**src/verilog/sasp_pkg.sv**
```systemverilog
// Constants for the stereo converter serial audio port
package sasp_pkg;
  // Core clock rate and clock-halt detection
  localparam int unsigned CLK_MHZ = 125;
  localparam int unsigned HALT_NS = 4000;
  localparam int unsigned HALT_CYC = (HALT_NS * CLK_MHZ + 999) / 1000;
  localparam int unsigned IDLE_W = 10;
  // Reset and start-up sequencing
  localparam logic [10:0] POR_SYS_EDGES = 11'h0400;
  localparam int unsigned HOLD_FRAMES = 8960;
  localparam int unsigned FADE_TIMEOUT_FRAMES = 8192;
  localparam logic [5:0] RESYNC_FRAMES = 6'h20;
  localparam logic [5:0] FADE_STEPS = 6'h30;
  localparam int unsigned FRAME_CNT_W = 14;
  // Serial framing
  localparam int unsigned WORD_BITS = 24;
  localparam logic [4:0] LAST_BCK_HALF = 5'h1F;
  localparam int unsigned SYNC_TOL_BCK = 6;
  localparam int unsigned BCK_PER_FRAME = 64;
  // Ratio codes, shared by the mode field and the detector
  localparam logic [1:0] MODE_SLAVE = 2'b00;
  localparam logic [1:0] RATIO_512 = 2'b01;
  localparam logic [1:0] RATIO_384 = 2'b10;
  localparam logic [1:0] RATIO_256 = 2'b11;
  localparam int unsigned RATIO_512_N = 512;
  localparam int unsigned RATIO_384_N = 384;
  localparam int unsigned RATIO_256_N = 256;
  localparam logic FMT_I2S = 1'b0;
  localparam logic FMT_LJ = 1'b1;
  // Sample FIFO shape
  localparam int unsigned FIFO_WIDTH = 48;
  localparam int unsigned FIFO_DEPTH = 8;
  // Full-scale gain in Q8
  localparam logic [8:0] GAIN_FULL = 9'h100;
  typedef enum logic [2:0] {
    ST_RESET = 3'b001,
    ST_HOLD = 3'b010,
    ST_RUN = 3'b100
  } sasp_state_t;
endpackage

```
**src/verilog/sasp_top.sv**
```systemverilog
// Serial audio output port with ratio handling, fades, reset sequencing and FIFO
// Function
// - System clock is 256, 384 or 512 fs
// - Slave mode detects the clock ratio itself
// - Divide system clock to 128 fs; 64 fs in master mode only
// - S-shaped fades stepping on zero crossings
// - No zero crossing in 8192 frames forces fade
// - Power-on reset holds 1024 clocks, zero output
// - Then zero 8960 frames, fade in 48
// - Clock halted 4 us enters reset, zero
// - Halt reset spares mode control settings
// - Release reset 1024 clocks after resume
// - After halt release, zero 8960, fade in
// - Mode field picks slave or master ratio
// - Master drives 64 bit clocks per frame
// - Slave accepts 64, or 48 at 384
// - Format bit selects I2S or left-justified
// - Frame drift over 6 bit clocks mutes
// - Mute edges start fade-out or fade-in
`timescale 1ns/100ps

module sasp_fifo #(
  parameter int unsigned WIDTH = 48,
  parameter int unsigned DEPTH = 8
) (
  input wire logic clock,
  input wire logic rst_n,
  input wire logic clear,
  input wire logic [WIDTH-1:0] in_data,
  input wire logic in_valid,
  output logic in_ready,
  output logic [WIDTH-1:0] out_data,
  output logic out_valid,
  input wire logic out_ready
);
  localparam int unsigned AW = $clog2(DEPTH);
  logic [WIDTH-1:0] mem [DEPTH];
  logic [AW-1:0] wr_ptr_reg;
  logic [AW-1:0] rd_ptr_reg;
  logic [AW:0] count_reg;
  logic [AW:0] count_next;
  logic push;
  logic pop;

  // Handshakes on both sides
  assign push = in_valid && in_ready;
  assign pop = out_valid && out_ready;
  assign out_data = mem[rd_ptr_reg];

  always_comb begin
    count_next = count_reg;
    if (push && !pop) begin
      count_next = count_reg + 1'b1;
    end else if (pop && !push) begin
      count_next = count_reg - 1'b1;
    end
  end

  // Storage has no reset; only pointers matter
  always_ff @(posedge clock) begin
    if (push) begin
      mem[wr_ptr_reg] <= in_data;
    end
  end

  // Pointers, count and registered flags
  always_ff @(posedge clock or negedge rst_n) begin
    if (!rst_n) begin
      wr_ptr_reg <= '0;
      rd_ptr_reg <= '0;
      count_reg <= '0;
      in_ready <= 1'b0;
      out_valid <= 1'b0;
    end else if (clear) begin
      wr_ptr_reg <= '0;
      rd_ptr_reg <= '0;
      count_reg <= '0;
      in_ready <= 1'b1;
      out_valid <= 1'b0;
    end else begin
      if (push) begin
        wr_ptr_reg <= (wr_ptr_reg == AW'(DEPTH - 1)) ? '0 : wr_ptr_reg + 1'b1;
      end
      if (pop) begin
        rd_ptr_reg <= (rd_ptr_reg == AW'(DEPTH - 1)) ? '0 : rd_ptr_reg + 1'b1;
      end
      count_reg <= count_next;
      in_ready <= (count_next != (AW + 1)'(DEPTH));
      out_valid <= (count_next != '0);
    end
  end
endmodule // sasp_fifo

module sasp_top #(
  parameter int unsigned HOLD_FRAMES = sasp_pkg::HOLD_FRAMES,
  parameter int unsigned FADE_TIMEOUT_FRAMES = sasp_pkg::FADE_TIMEOUT_FRAMES
) (
  input wire logic clock,
  input wire logic rst_b,
  input wire logic sys_clk_in,
  input wire logic [1:0] iface_mode_field,
  input wire logic format_sel,
  input wire logic mute_ctrl,
  input wire logic power_down_bit,
  input wire logic [47:0] sample_data,
  input wire logic sample_valid,
  output logic sample_ready,
  input wire logic bit_clk_in,
  output logic bit_clk_out,
  output logic bit_clk_oe,
  input wire logic frame_clk_in,
  output logic frame_clk_out,
  output logic frame_clk_oe,
  output logic data_out,
  output logic filt_tick,
  output logic mod_tick,
  output logic [1:0] ratio_code,
  output logic sync_lost,
  output logic in_reset,
  output logic powered_down
);
  localparam int unsigned W = sasp_pkg::WORD_BITS;

  // Ratio code from sys edges per frame, within 6 bit clocks
  function automatic logic [1:0] ratio_match(input logic [9:0] cnt);
    int unsigned c;
    c = int'(cnt);
    ratio_match = sasp_pkg::MODE_SLAVE;
    if (c + sasp_pkg::SYNC_TOL_BCK * 4 >= sasp_pkg::RATIO_256_N
        && c <= sasp_pkg::RATIO_256_N + sasp_pkg::SYNC_TOL_BCK * 4) begin
      ratio_match = sasp_pkg::RATIO_256;
    end else if (c + sasp_pkg::SYNC_TOL_BCK * 6 >= sasp_pkg::RATIO_384_N
        && c <= sasp_pkg::RATIO_384_N + sasp_pkg::SYNC_TOL_BCK * 6) begin
      ratio_match = sasp_pkg::RATIO_384;
    end else if (c + sasp_pkg::SYNC_TOL_BCK * 8 >= sasp_pkg::RATIO_512_N
        && c <= sasp_pkg::RATIO_512_N + sasp_pkg::SYNC_TOL_BCK * 8) begin
      ratio_match = sasp_pkg::RATIO_512;
    end
  endfunction

  // Pseudo S-curve gain in Q8 for step 0..48
  function automatic logic [8:0] s_gain(input logic [5:0] step);
    int unsigned s;
    int unsigned g;
    s = int'(step);
    if (s <= 24) begin
      g = (s * s * 128) / 576;
    end else begin
      g = 256 - ((48 - s) * (48 - s) * 128) / 576;
    end
    s_gain = 9'(g);
  endfunction

  // Scale one channel sample by the fade gain
  function automatic logic [23:0] apply_gain(input logic [23:0] smp, input logic [8:0] g);
    logic signed [33:0] prod;
    prod = 34'($signed(smp)) * 34'($signed({1'b0, g}));
    apply_gain = prod[31:8];
  endfunction

  logic rst_s1_reg;
  logic rst_n;
  logic sys_d_reg;
  logic sys_rise;
  logic [sasp_pkg::IDLE_W-1:0] idle_reg;
  logic halted_reg;
  logic [1:0] mode_reg;
  logic fmt_reg;
  logic mute_reg;
  sasp_pkg::sasp_state_t state_reg;
  logic [10:0] por_cnt_reg;
  logic [sasp_pkg::FRAME_CNT_W-1:0] frame_cnt_reg;
  logic soft_rst;
  logic master;
  logic [1:0] eff_ratio;
  logic [2:0] half_max;
  logic [2:0] div_reg;
  logic div_wrap;
  logic [4:0] bck_half_reg;
  logic bck_lvl;
  logic frame_clk_lvl;
  logic bck_prev_reg;
  logic frame_clk_seen_reg;
  logic bck_fall;
  logic lr_change;
  logic new_left;
  logic frame_tick;
  logic [9:0] sys_per_frame_reg;
  logic [5:0] good_reg;
  logic sync_ok;
  logic [5:0] step_reg;
  logic forced_reg;
  logic [sasp_pkg::FRAME_CNT_W-1:0] nozc_reg;
  logic last_sign_reg;
  logic zero_cross;
  logic [5:0] target_step;
  logic [8:0] gain;
  logic out_en;
  logic [47:0] head_data;
  logic head_valid;
  logic [23:0] left_q;
  logic [23:0] right_q;
  logic [23:0] right_hold_reg;
  logic [23:0] shift_reg;
  logic [23:0] load_word;

  // Reset release through two flops
  always_ff @(posedge clock or negedge rst_b) begin
    if (!rst_b) begin
      rst_s1_reg <= 1'b0;
      rst_n <= 1'b0;
    end else begin
      rst_s1_reg <= 1'b1;
      rst_n <= rst_s1_reg;
    end
  end

  assign sys_rise = sys_clk_in && !sys_d_reg;

  always_ff @(posedge clock or negedge rst_n) begin
    if (!rst_n) begin
      sys_d_reg <= 1'b0;
      idle_reg <= '0;
      halted_reg <= 1'b0;
    end else begin
      sys_d_reg <= sys_clk_in;
      if (sys_rise) begin
        idle_reg <= '0;
        halted_reg <= 1'b0;
      end else if (idle_reg >= sasp_pkg::IDLE_W'(sasp_pkg::HALT_CYC - 1)) begin
        halted_reg <= 1'b1;
      end else begin
        idle_reg <= idle_reg + 1'b1;
      end
    end
  end

  // mode settings survive the halt reset
  always_ff @(posedge clock or negedge rst_n) begin
    if (!rst_n) begin
      mode_reg <= sasp_pkg::MODE_SLAVE;
      fmt_reg <= sasp_pkg::FMT_I2S;
    end else begin
      mode_reg <= iface_mode_field;
      fmt_reg <= format_sel;
    end
  end

  // reset state held for 1024 system clocks
  // zero output for 8960 frames before running
  // same hold after a halt release
  always_ff @(posedge clock or negedge rst_n) begin
    if (!rst_n) begin
      state_reg <= sasp_pkg::ST_RESET;
      por_cnt_reg <= '0;
      frame_cnt_reg <= '0;
    end else if (halted_reg) begin
      state_reg <= sasp_pkg::ST_RESET;
      por_cnt_reg <= '0;
      frame_cnt_reg <= '0;
    end else begin
      unique case (state_reg)
        sasp_pkg::ST_RESET: begin
          if (sys_rise) begin
            por_cnt_reg <= por_cnt_reg + 1'b1;
            if (por_cnt_reg == sasp_pkg::POR_SYS_EDGES - 1'b1) begin
              state_reg <= sasp_pkg::ST_HOLD;
            end
          end
        end
        sasp_pkg::ST_HOLD: begin
          if (frame_tick) begin
            frame_cnt_reg <= frame_cnt_reg + 1'b1;
            if (frame_cnt_reg == sasp_pkg::FRAME_CNT_W'(HOLD_FRAMES - 1)) begin
              state_reg <= sasp_pkg::ST_RUN;
            end
          end
        end
        sasp_pkg::ST_RUN: begin
          state_reg <= sasp_pkg::ST_RUN;
        end
      endcase
    end
  end

  assign soft_rst = halted_reg || (state_reg == sasp_pkg::ST_RESET);

  // mode field selects slave or master ratio
  // master uses the programmed ratio only
  assign master = (mode_reg != sasp_pkg::MODE_SLAVE);
  assign eff_ratio = master ? mode_reg : ratio_code;
  // half bit clock is ratio over 128
  assign half_max = (eff_ratio == sasp_pkg::RATIO_512) ? 3'h3 :
                    (eff_ratio == sasp_pkg::RATIO_384) ? 3'h2 : 3'h1;
  assign div_wrap = sys_rise && (div_reg >= half_max);

  // 128 fs enable from the system clock; 64 fs enable in master mode only
  always_ff @(posedge clock or negedge rst_n) begin
    if (!rst_n) begin
      div_reg <= '0;
      filt_tick <= 1'b0;
      mod_tick <= 1'b0;
    end else begin
      if (div_wrap) begin
        div_reg <= '0;
      end else if (sys_rise) begin
        div_reg <= div_reg + 1'b1;
      end
      filt_tick <= div_wrap;
      mod_tick <= div_wrap && bit_clk_out;
    end
  end

  // master bit clock with 64 per frame
  always_ff @(posedge clock or negedge rst_n) begin
    if (!rst_n) begin
      bit_clk_out <= 1'b0;
      frame_clk_out <= 1'b0;
      bit_clk_oe <= 1'b0;
      frame_clk_oe <= 1'b0;
      bck_half_reg <= '0;
    end else begin
      bit_clk_oe <= master;
      frame_clk_oe <= master;
      if (!master || soft_rst) begin
        bit_clk_out <= 1'b0;
        frame_clk_out <= fmt_reg;
        bck_half_reg <= '0;
      end else if (div_wrap) begin
        bit_clk_out <= !bit_clk_out;
        if (bit_clk_out) begin
          bck_half_reg <= bck_half_reg + 1'b1;
          if (bck_half_reg == sasp_pkg::LAST_BCK_HALF) begin
            frame_clk_out <= !frame_clk_out;
          end
        end
      end
    end
  end

  // slave takes the far party's clocks
  assign bck_lvl = master ? bit_clk_out : bit_clk_in;
  assign frame_clk_lvl = master ? frame_clk_out : frame_clk_in;
  assign bck_fall = bck_prev_reg && !bck_lvl;
  assign lr_change = bck_fall && (frame_clk_lvl != frame_clk_seen_reg);
  // left phase is low for I2S, high for left-justified
  assign new_left = (frame_clk_lvl == fmt_reg);
  assign frame_tick = lr_change && new_left;

  always_ff @(posedge clock or negedge rst_n) begin
    if (!rst_n) begin
      bck_prev_reg <= 1'b0;
      frame_clk_seen_reg <= 1'b0;
    end else begin
      bck_prev_reg <= bck_lvl;
      if (bck_fall) begin
        frame_clk_seen_reg <= frame_clk_lvl;
      end
    end
  end

  // ratio detection by counting clocks per frame
  // drift beyond 6 bit clocks drops sync
  always_ff @(posedge clock or negedge rst_n) begin
    if (!rst_n) begin
      sys_per_frame_reg <= '0;
      ratio_code <= sasp_pkg::RATIO_256;
      good_reg <= '0;
    end else if (soft_rst) begin
      sys_per_frame_reg <= '0;
      good_reg <= '0;
    end else if (frame_tick) begin
      sys_per_frame_reg <= {9'h000, sys_rise};
      if (master) begin
        good_reg <= sasp_pkg::RESYNC_FRAMES;
      end else if (ratio_match(sys_per_frame_reg) == sasp_pkg::MODE_SLAVE) begin
        good_reg <= '0;
      end else begin
        ratio_code <= ratio_match(sys_per_frame_reg);
        if (good_reg != sasp_pkg::RESYNC_FRAMES) begin
          good_reg <= good_reg + 1'b1;
        end
      end
    end else if (sys_rise && sys_per_frame_reg != 10'h3FF) begin
      sys_per_frame_reg <= sys_per_frame_reg + 1'b1;
    end
  end

  // Resync needs 32 clean frames before output resumes
  assign sync_ok = (good_reg == sasp_pkg::RESYNC_FRAMES);

  sasp_fifo #(
    .WIDTH(sasp_pkg::FIFO_WIDTH),
    .DEPTH(sasp_pkg::FIFO_DEPTH)
  ) u_fifo (
    .clock(clock),
    .rst_n(rst_n),
    .clear(soft_rst),
    .in_data(sample_data),
    .in_valid(sample_valid),
    .in_ready(sample_ready),
    .out_data(head_data),
    .out_valid(head_valid),
    .out_ready(frame_tick)
  );

  // Zero crossing on the left channel sign
  assign zero_cross = head_valid && (head_data[47] != last_sign_reg);
  assign target_step = mute_reg ? 6'h00 : sasp_pkg::FADE_STEPS;

  // one gain step per zero crossing
  // timeout forces one step per frame
  // mute edges reverse the fade direction
  always_ff @(posedge clock or negedge rst_n) begin
    if (!rst_n) begin
      step_reg <= '0;
      forced_reg <= 1'b1;
      nozc_reg <= '0;
      last_sign_reg <= 1'b0;
      mute_reg <= 1'b0;
    end else if (soft_rst || state_reg != sasp_pkg::ST_RUN) begin
      step_reg <= '0;
      forced_reg <= 1'b1;
      nozc_reg <= '0;
      mute_reg <= mute_ctrl;
    end else if (!sync_ok) begin
      // Loss of sync drops to mute; later fade-in waits for crossings
      step_reg <= '0;
      forced_reg <= 1'b0;
      nozc_reg <= '0;
    end else if (frame_tick) begin
      mute_reg <= mute_ctrl;
      if (mute_reg != mute_ctrl) begin
        forced_reg <= 1'b0;
        nozc_reg <= '0;
      end
      if (head_valid) begin
        last_sign_reg <= head_data[47];
      end
      if (step_reg != target_step) begin
        if (forced_reg || zero_cross) begin
          step_reg <= (step_reg < target_step) ? step_reg + 1'b1 : step_reg - 1'b1;
          nozc_reg <= '0;
        end else if (nozc_reg == sasp_pkg::FRAME_CNT_W'(FADE_TIMEOUT_FRAMES - 1)) begin
          forced_reg <= 1'b1;
        end else begin
          nozc_reg <= nozc_reg + 1'b1;
        end
      end else begin
        forced_reg <= 1'b0;
        nozc_reg <= '0;
      end
    end
  end

  // Zero data outside RUN, without sync or with no sample
  assign out_en = (state_reg == sasp_pkg::ST_RUN) && sync_ok && head_valid;
  assign gain = s_gain(step_reg);
  assign left_q = out_en ? apply_gain(head_data[47:24], gain) : 24'h00_0000;
  assign right_q = out_en ? apply_gain(head_data[23:0], gain) : 24'h00_0000;
  assign load_word = new_left ? left_q : right_hold_reg;

  // MSB first on falling bit clock, I2S delays one bit
  // left-justified puts the MSB at the frame edge
  always_ff @(posedge clock or negedge rst_n) begin
    if (!rst_n) begin
      shift_reg <= '0;
      right_hold_reg <= '0;
      data_out <= 1'b0;
    end else if (soft_rst || !sync_ok) begin // Sync loss zeroes the word at once
      shift_reg <= '0;
      right_hold_reg <= '0;
      data_out <= 1'b0;
    end else if (lr_change) begin
      if (new_left) begin
        right_hold_reg <= right_q;
      end
      if (fmt_reg == sasp_pkg::FMT_LJ) begin
        data_out <= load_word[W-1];
        shift_reg <= {load_word[W-2:0], 1'b0};
      end else begin
        data_out <= 1'b0;
        shift_reg <= load_word;
      end
    end else if (bck_fall) begin
      // Bits past the 24th read as zero
      data_out <= shift_reg[W-1];
      shift_reg <= {shift_reg[W-2:0], 1'b0};
    end
  end

  // power-down on the bit or on clock halt
  always_ff @(posedge clock or negedge rst_n) begin
    if (!rst_n) begin
      powered_down <= 1'b1;
      in_reset <= 1'b1;
      sync_lost <= 1'b0;
    end else begin
      powered_down <= halted_reg || power_down_bit;
      in_reset <= soft_rst;
      sync_lost <= (state_reg == sasp_pkg::ST_RUN) && !sync_ok;
    end
  end
endmodule // sasp_top
```
**config.mk**
```make
export PLATFORM = sky130hd
export DESIGN_NAME = sasp_top
export DESIGN_NICKNAME = d
export VERILOG_FILES = /design/src/verilog/sasp_pkg.sv /design/src/verilog/sasp_top.sv
export SDC_FILE = /design/constraint.sdc
export NUM_CORES = 2
export LEC_CHECK = 0
export BUFFER_PORTS_ARGS = -buffer_cell sky130_fd_sc_hd__buf_4
export CAP_MARGIN = 40
export CORE_MARGIN = 5
export CORE_UTILIZATION = 55
export DETAILED_ROUTE_END_ITERATION = 6
export PLACE_DENSITY = 0.71
export SLEW_MARGIN = 30
export SYNTH_ARGS = -nofsm -noshare
export SYNTH_HDL_FRONTEND = slang
export SYNTH_HIERARCHICAL = 1
export SYNTH_SLANG_ARGS = --single-unit
```
**constraint.sdc**
```tcl
create_clock -name clock -period 10.15 [get_ports clock]
set_clock_uncertainty 0.05 [all_clocks]
set_input_delay 0.5075 -clock clock [delete_from_list [all_inputs] [get_ports clock]]
set_output_delay 0.5075 -clock clock [all_outputs]
set_load 0.05 [all_outputs]
```
# Word level (Yosys, flattened, before mapping)
# Memories as Yosys holds them, arrays and structs flattened.
# Index checks and enable logic that the tools add are counted.
dict set report word_totals {
  register_bits 165
  mem_bits_rw 384
  memories 1
}
# memory depth width read_ports rd_ports_with_merged_regs wr line_no
set mem_list {}
lappend mem_list {u_fifo.mem 8 48 1 0 1 sasp_top.sv:37} ;# logic [WIDTH-1:0] mem [DEPTH];
dict set report op_classes {
  n_addsub 19
  multipliers 4
  n_div 2
  n_lt_le_gt_ge 10
  n_eq_ne 30
  n_mux 98
  bitwise 4
  n_reduce_logical 66
}
# op n
set ops {}
lappend ops {{24-bit 2-to-1 mux} 10}
lappend ops {{14-bit 2-to-1 mux} 10}
lappend ops {{6-bit 2-to-1 mux} 12}
lappend ops {{24-bit by 10-bit multiplier with 32-bit output} 2}
lappend ops {{10-bit 2-to-1 mux} 5}
lappend ops {{3-bit 2-to-1 mux} 13}
lappend ops {{2-bit nonzero test} 17}
lappend ops {{11-bit 2-to-1 mux} 3}
lappend ops {{19-bit by 10-bit divider with 32-bit output, second input constant} 1}
lappend ops {{32-bit by 10-bit divider with 32-bit output, second input constant} 1}
lappend ops {{1-bit 2-to-1 mux} 29}
lappend ops {{14-bit by 1-bit adder with 14-bit output, second input constant} 2}
lappend ops {{10-bit by 6-bit adder with 11-bit output, second input constant} 2}
lappend ops {{11-bit by 9-bit >= comparator with 1-bit output, second input constant} 2}
lappend ops {{10-bit by 1-bit adder with 10-bit output, second input constant} 2}
lappend ops {{10-bit by 9-bit <= comparator with 1-bit output, second input constant} 2}
lappend ops {{1-bit logical AND} 18}
lappend ops {{2-bit 2-to-1 mux} 8}
lappend ops {{5-bit 2-to-1 mux} 3}
lappend ops {{14-bit by 13-bit equality test with 1-bit output, second input constant} 1}
lappend ops {{14-bit equality test, second input constant} 1}
lappend ops {{7-bit by 7-bit multiplier with 14-bit output} 1}
lappend ops {{2-bit AND reduction} 7}
lappend ops {{6-bit by 1-bit adder with 6-bit output, second input constant} 2}
lappend ops {{other kinds (45)} 79}

# Depth between registers and ports, before layout
dict set report logic_depth {
  depth_word 14
  depth_mapped 77
}

# Cells and area by module
# The synthesis kept the hierarchy.
# module instances cells_each area_each_um2 seq_area_each_um2
set modules_own_cells {}
lappend modules_own_cells {sasp_top 1 3292 28054.4 3836.2}
lappend modules_own_cells {sasp_fifo 1 639 15084.5 11831.3}

# Worst setup path after synthesis
# No wires, ideal clock.
dict set report synth_path {
  path_kind {reg-to-reg}
  startpoint {reg step_reg[0]}
  endpoint {reg shift_reg[23]}
  setup_ps 121
  arrival_time_ps 18103
  path_slack_ps -8124
  stages_incl_launch_ff 74
  n_path_buf 4
  period_less_slack_ps 18274
  cell_sequence {dfrtp_1 > clkinv_1 > ha_1 > nor3b_1 > or2_2 > clkbuf_1 > inv_1 > and2_1 > fa_1 > inv_1 > fa_1 > inv_1 > fa_1 > inv_1 > fa_1 > inv_1 > ha_1 > o21ai_2 > [38 not listed] > fa_1 > fa_1 > fa_1 > inv_1 > fa_1 > inv_1 > ha_1 > a211oi_1 > a21oi_1 > nor3b_1 > a21oi_1 > a21bo_2 > o31ai_4 > a31oi_2 > a221oi_2 > xnor2_1 > a221o_1 > a22o_1}
}
dict set report synth_via {
  elab_chain_cells 11
  word_cells_on_any_way 14
  cone_classes {2 x add/sub; 3 x mul; 2 x div; 1 x order compare; 6 x mux}
}
# item line_no
set synth_rtl {}
lappend synth_rtl {{start: declaration} sasp_top.sv:191} ;# logic [5:0] step_reg;
lappend synth_rtl {{start signal: assignment} sasp_top.sv:442} ;# step_reg <= (step_reg < target_step) ? step_reg + 1'b1 : step_reg - 1'b1;
lappend synth_rtl {{6-bit by 6-bit subtractor with 7-bit output} sasp_top.sv:149} ;# g = 256 - ((48 - s) * (48 - s) * 128) / 576;
lappend synth_rtl {{7-bit by 7-bit multiplier with 14-bit output} sasp_top.sv:149}
lappend synth_rtl {{32-bit by 10-bit divider with 32-bit output} sasp_top.sv:149}
lappend synth_rtl {{9-bit subtractor} sasp_top.sv:149}
lappend synth_rtl {{9-bit 2-to-1 mux (*)} sasp_top.sv:146} ;# if (s <= 24) begin
lappend synth_rtl {{24-bit by 10-bit multiplier with 32-bit output (*)} sasp_top.sv:157} ;# prod = 34'($signed(smp)) * 34'($signed({1'b0, g}));
lappend synth_rtl {{24-bit 2-to-1 mux (*)} sasp_top.sv:459} ;# assign left_q = out_en ? apply_gain(head_data[47:24], gain) : 24'h00_0000;
lappend synth_rtl {{24-bit 2-to-1 mux (*)} sasp_top.sv:461} ;# assign load_word = new_left ? left_q : right_hold_reg;
lappend synth_rtl {{24-bit 2-to-1 mux (*)} sasp_top.sv:478} ;# if (fmt_reg == sasp_pkg::FMT_LJ) begin
lappend synth_rtl {{24-bit 2-to-1 mux (*)} sasp_top.sv:474} ;# end else if (lr_change) begin
lappend synth_rtl {{24-bit 2-to-1 mux (*)} sasp_top.sv:470} ;# end else if (soft_rst || !sync_ok) begin
lappend synth_rtl {{end signal: assignment} sasp_top.sv:480} ;# shift_reg <= {load_word[W-2:0], 1'b0};
lappend synth_rtl {{end signal: assignment} sasp_top.sv:483} ;# shift_reg <= load_word;
lappend synth_rtl {{end signal: assignment} sasp_top.sv:488} ;# shift_reg <= {shift_reg[W-2:0], 1'b0};
lappend synth_rtl {{end: declaration} sasp_top.sv:204} ;# logic [23:0] shift_reg;
# Mark *: on every way between the ends. The rest lies on a longest branch, timed or not.
# A chain may end at the register's enable or synchronous reset.

# Final worst setup path
dict set report layout_path {
  startpoint {reg step_reg[1]}
  endpoint {reg shift_reg[17]}
}
# The elaborated chain is that of the path after synthesis.

==> impl_metrics.csv <==
group,metric,value,unit
critical_path,crit_fanout,7,
logic_synthesis,ys_async_sr_fraction,0.301,
critical_path,worst_setup_ep_type,"register",
logic_synthesis,ys.flop_type,"edfxtp_1",
logic_synthesis,most_common_cell_in_the_netlist,"inv_1",
logic_synthesis,synthTopCellsByCount,"514 x inv_1, 386 x nand2_1, 384 x edfxtp_1",
sta,fin_hold_ws,0.0498,ns
pwr,combPwrFrac,0.282,
global_route,top_usage_layer,"met2",
logic_synthesis,synth_fp_nets,4588,
global_route,initial_antenna_violation_count,2,
clock_tree,max-clock-path-buffers,3,
pwr,finalPower,7000,uW
drt,drc_errors,0,
floorplan,standard_cell_core_area,77600,um^2
floorplan,initial_utilization,0.556,
pwr,worst_ir_drop_vdd,0.198,mV
floorplan,fp.dieArea,84100,um^2
cells_and_area,flow.area_growth_from_synthesis,24.7,%
global_route,grt_pass1_vias,33800,
global_route,grt_remaining_overflow,0,
drt,firstDrtPassIters,7,
logic_synthesis,synth_top_family_by_area,"adder cells",
global_route,grt_util_all_layers,0.260,
cells_and_area,sequential_cell_area,15700,um^2
global_route,wire_length_of_the_first_global_routing_pass,179000,um
clock_tree,cts.sinks,549,
floorplan,die_x,290,um
sta,unrepaired_setup_endpoints_after_global_routing,"true",
drt,route.final.wire_length,112000,um
logic_synthesis,ys.warnings.count,6,
logic_synthesis,netlist_top_cells_area,"edfxtp_1 27%, fa_1 18%, dfrtp_1 9.2%, ha_1 6.3%, mux4_2 5.0%",
sta,max_clock_freq,60.9,MHz
sta,setup_violations,49,
placed_design,hpwl_detailed,76900,um
pwr,sequential_fraction_of_design_power,0.421,
critical_path,critPathMostFrequentCell,"fa_1",
critical_path,critical_path_arrival,16.89,ns
critical_path,cp_slowest_stage_delay,0.55,ns
cells_and_area,final_core_density,0.693,
drt,first_iter_violations,2361,
logic_synthesis,yosysSeqAreaShare,0.363,
sta,hold_viol_final,0,
clock_tree,clockRootBuffer,"clkbuf_16",
pwr,clockPowerShare,0.297,
logic_synthesis,synth_xor_area_frac,0.0347,
global_route,global_route_met3_utilization,0.0366,
clock_tree,tritoncts,"done",
drt,avg_wl_per_cell,19.7,um
floorplan,placementRows,102,
drt,route.antenna.remaining_nets,0,
sta,max_slew.worst_pin.slew,0.918,ns
run_status,failed_checks,"negative setup slack",
pwr,p_switching,2360,uW
clock_tree,cts_max_level,2,
logic_synthesis,syn_area,43100,um^2
clock_tree,tritoncts.num_buffers,56,
sta,period_share,1.62,
logic_synthesis,yosys.area_share.simple,0.139,
cells_and_area,multi_input_area,26800,um^2
critical_path,crit_path_top_delay_cell,"fa_1",
logic_synthesis,synth-seq-cells,549,
logic_synthesis,avgSynthCellArea,11.0,um^2
clock_tree,cts.reportedPaths.clkPinSlew,0.07,ns
cells_and_area,num-fill-cells,5403,
pwr,power_report.internal_total,4640,uW
logic_synthesis,netlist.top_cell.by_area,"edfxtp_1",
clock_tree,clock_latency,0.64,ns
floorplan,die_height,290,um
logic_synthesis,synth-edff-count,384,
drt,vias,32500,
sta,setup_ws,-6.28,ns
placed_design,place.gp.congestion,0.898,
critical_path,setup.worst_path.class,"register to register",
placed_design,io_buffers,71,
sta,timing_max_transition_violations_final,0,
sta,fin_crit,16.43,ns
global_route,pin_count_of_the_biggest_net_entering_global_routing,62,
cells_and_area,largest_register_ff_count,384,
pwr,pwr_density_cell,130,nW/um^2
run_status,status,"finished, violations left",
logic_synthesis,ys_types,116,
logic_synthesis,synth_largest_type_area_fraction,0.267,
global_route,globalRouteMet1Util,0.353,
drt,route.detailed.vias_per_inst,5.70,
logic_synthesis,synth_compound_area_frac,0.0958,
min_path,hold_class,"input port to register",
pwr,leakagePower,0.0241,uW
sta,slew_headroom,0.388,
critical_path,type_of_element_launching_the_critical_path,"register",
pwr,proportion_of_total_power_due_to_net_switching,0.337,
global_route,groute.layer.met2.usage,0.448,
floorplan,floorplan.io_pins,72,
critical_path,critical_path_required,10.61,ns
logic_synthesis,post_synth_fa_ha_maj_area_fraction,0.240,
cells_and_area,drive_above_1_share,0.291,
logic_synthesis,muxShareOfSynthArea,0.0697,
flow_run,max_cap_violations,0,
logic_synthesis,synthesis.instances,3931,
cells_and_area,final_net_count,5267,
-- worst paths after layout --
path | start | end | slack, ns | cells after the start
setup / recovery | step_reg[1] | shift_reg[17] | -6.28 | 74
hold / removal | sample_data[0] | u_fifo/mem[4][0] | 0.05 | 1
hold reg to reg | rst_n | sys_per_frame_reg[8] | 0.24 | 0
setup reg to reg | step_reg[1] | shift_reg[17] | -6.28 | 74
min in group asynchronous | rst_b | rst_n | 0.15 | 2
max in group asynchronous | rst_n | right_hold_reg[8] | 8.68 | 2
-- power by group through the flow --
stage	Combinational (uW)	Sequential [uW]	Clock [uW]
floorplan	1290	2880	0
global placement	1840	2970	0
detailed placement	1890	2970	0
CTS	1920	2940	2120
global route	2090	2970	2210
finish	1980	2950	2080
-- cells by family after synthesis --
group / count (synthesis)
compound gates: 592
xor+xnor: 166
simple gates: 1194
other cells: 1
fa+ha+maj: 599
mux: 173
buf+inv: 657
flops: 549
-- layer usage --
metal  up-vias  wire, um
li1      14900         -
met1     16200     45900
met2      1149     55900
met3       209      7450
met4         0      2990
met5         -         0
-- worst max-delay path: cells and delay by family, from the launching register on --
family | cells | cell delay [ns]
adder cells (fa/ha/maj) | 14 | 5.61
AO/OA/AOI/OAI | 28 | 5.59
AND/OR/NAND/NOR | 12 | 2.08
buffers and inverters | 17 | 1.98
XOR/XNOR | 3 | 0.56
flip-flops | 1 | 0.43
-- placed cells by master (no fill, tap or decap), types with 15 or more instances in the layout --
master and instances:
a21oi_2 21, edfxtp_1 384, dfrtp_1 153, o21ai_0 90, and2_1 176, buf_6 26
mux4_2 96, a21oi_1 87, a31oi_1 20, and3_1 29, xnor2_2 17, clkbuf_16 57
nand2b_1 23, nand3_1 63, or3_1 22, nor2b_1 93, ha_1 184, mux2i_1 15
xor2_1 61, nand2_1 372, nor2_1 189, xnor2_1 76, a21o_1 46, fa_1 367
nand4_1 27, inv_1 481, a211oi_1 21, ha_4 28, o21ai_1 34, inv_2 30
o211ai_1 17, nor3_1 41, buf_12 22, buf_4 700, mux2_2 57
-- layout make-up --
cell class	instances	share of cell area
timing repair buffer	762	0.115
sequential	549	0.292
clock buffer	64	0.0274
tap	1040	0.0242
multi-input combinational	2726	0.498
inverter	515	0.0362
antenna	2	0.0000930
clock inverter	41	0.00754
-- metrics by stage --
step                      std cells  setup TNS (ns)  setup WS, ns  area (um^2)
final                          5699         -286.22         -6.28        53800
after global routing           5699         -319.51         -6.97        53800
after CTS                      5656         -281.24         -6.17        52700
after detailed placement       5486         -298.08         -6.53        49600
after global placement         5483         -283.79         -6.18        49500
after floorplan                3931         -264.47         -5.96        43700
-- timing repair --
item                                    in CTS  in global routing
endpoints found under the setup margin      49                 49
hold endpoints to repair                     7                  0
pin swaps                                  143                155
hold buffers                                 6                  0
gates resized for setup                    164                162
cloned                                       2                  1
setup buffers                               57                 36
No activity file was read; power rests on OpenSTA's default activity.
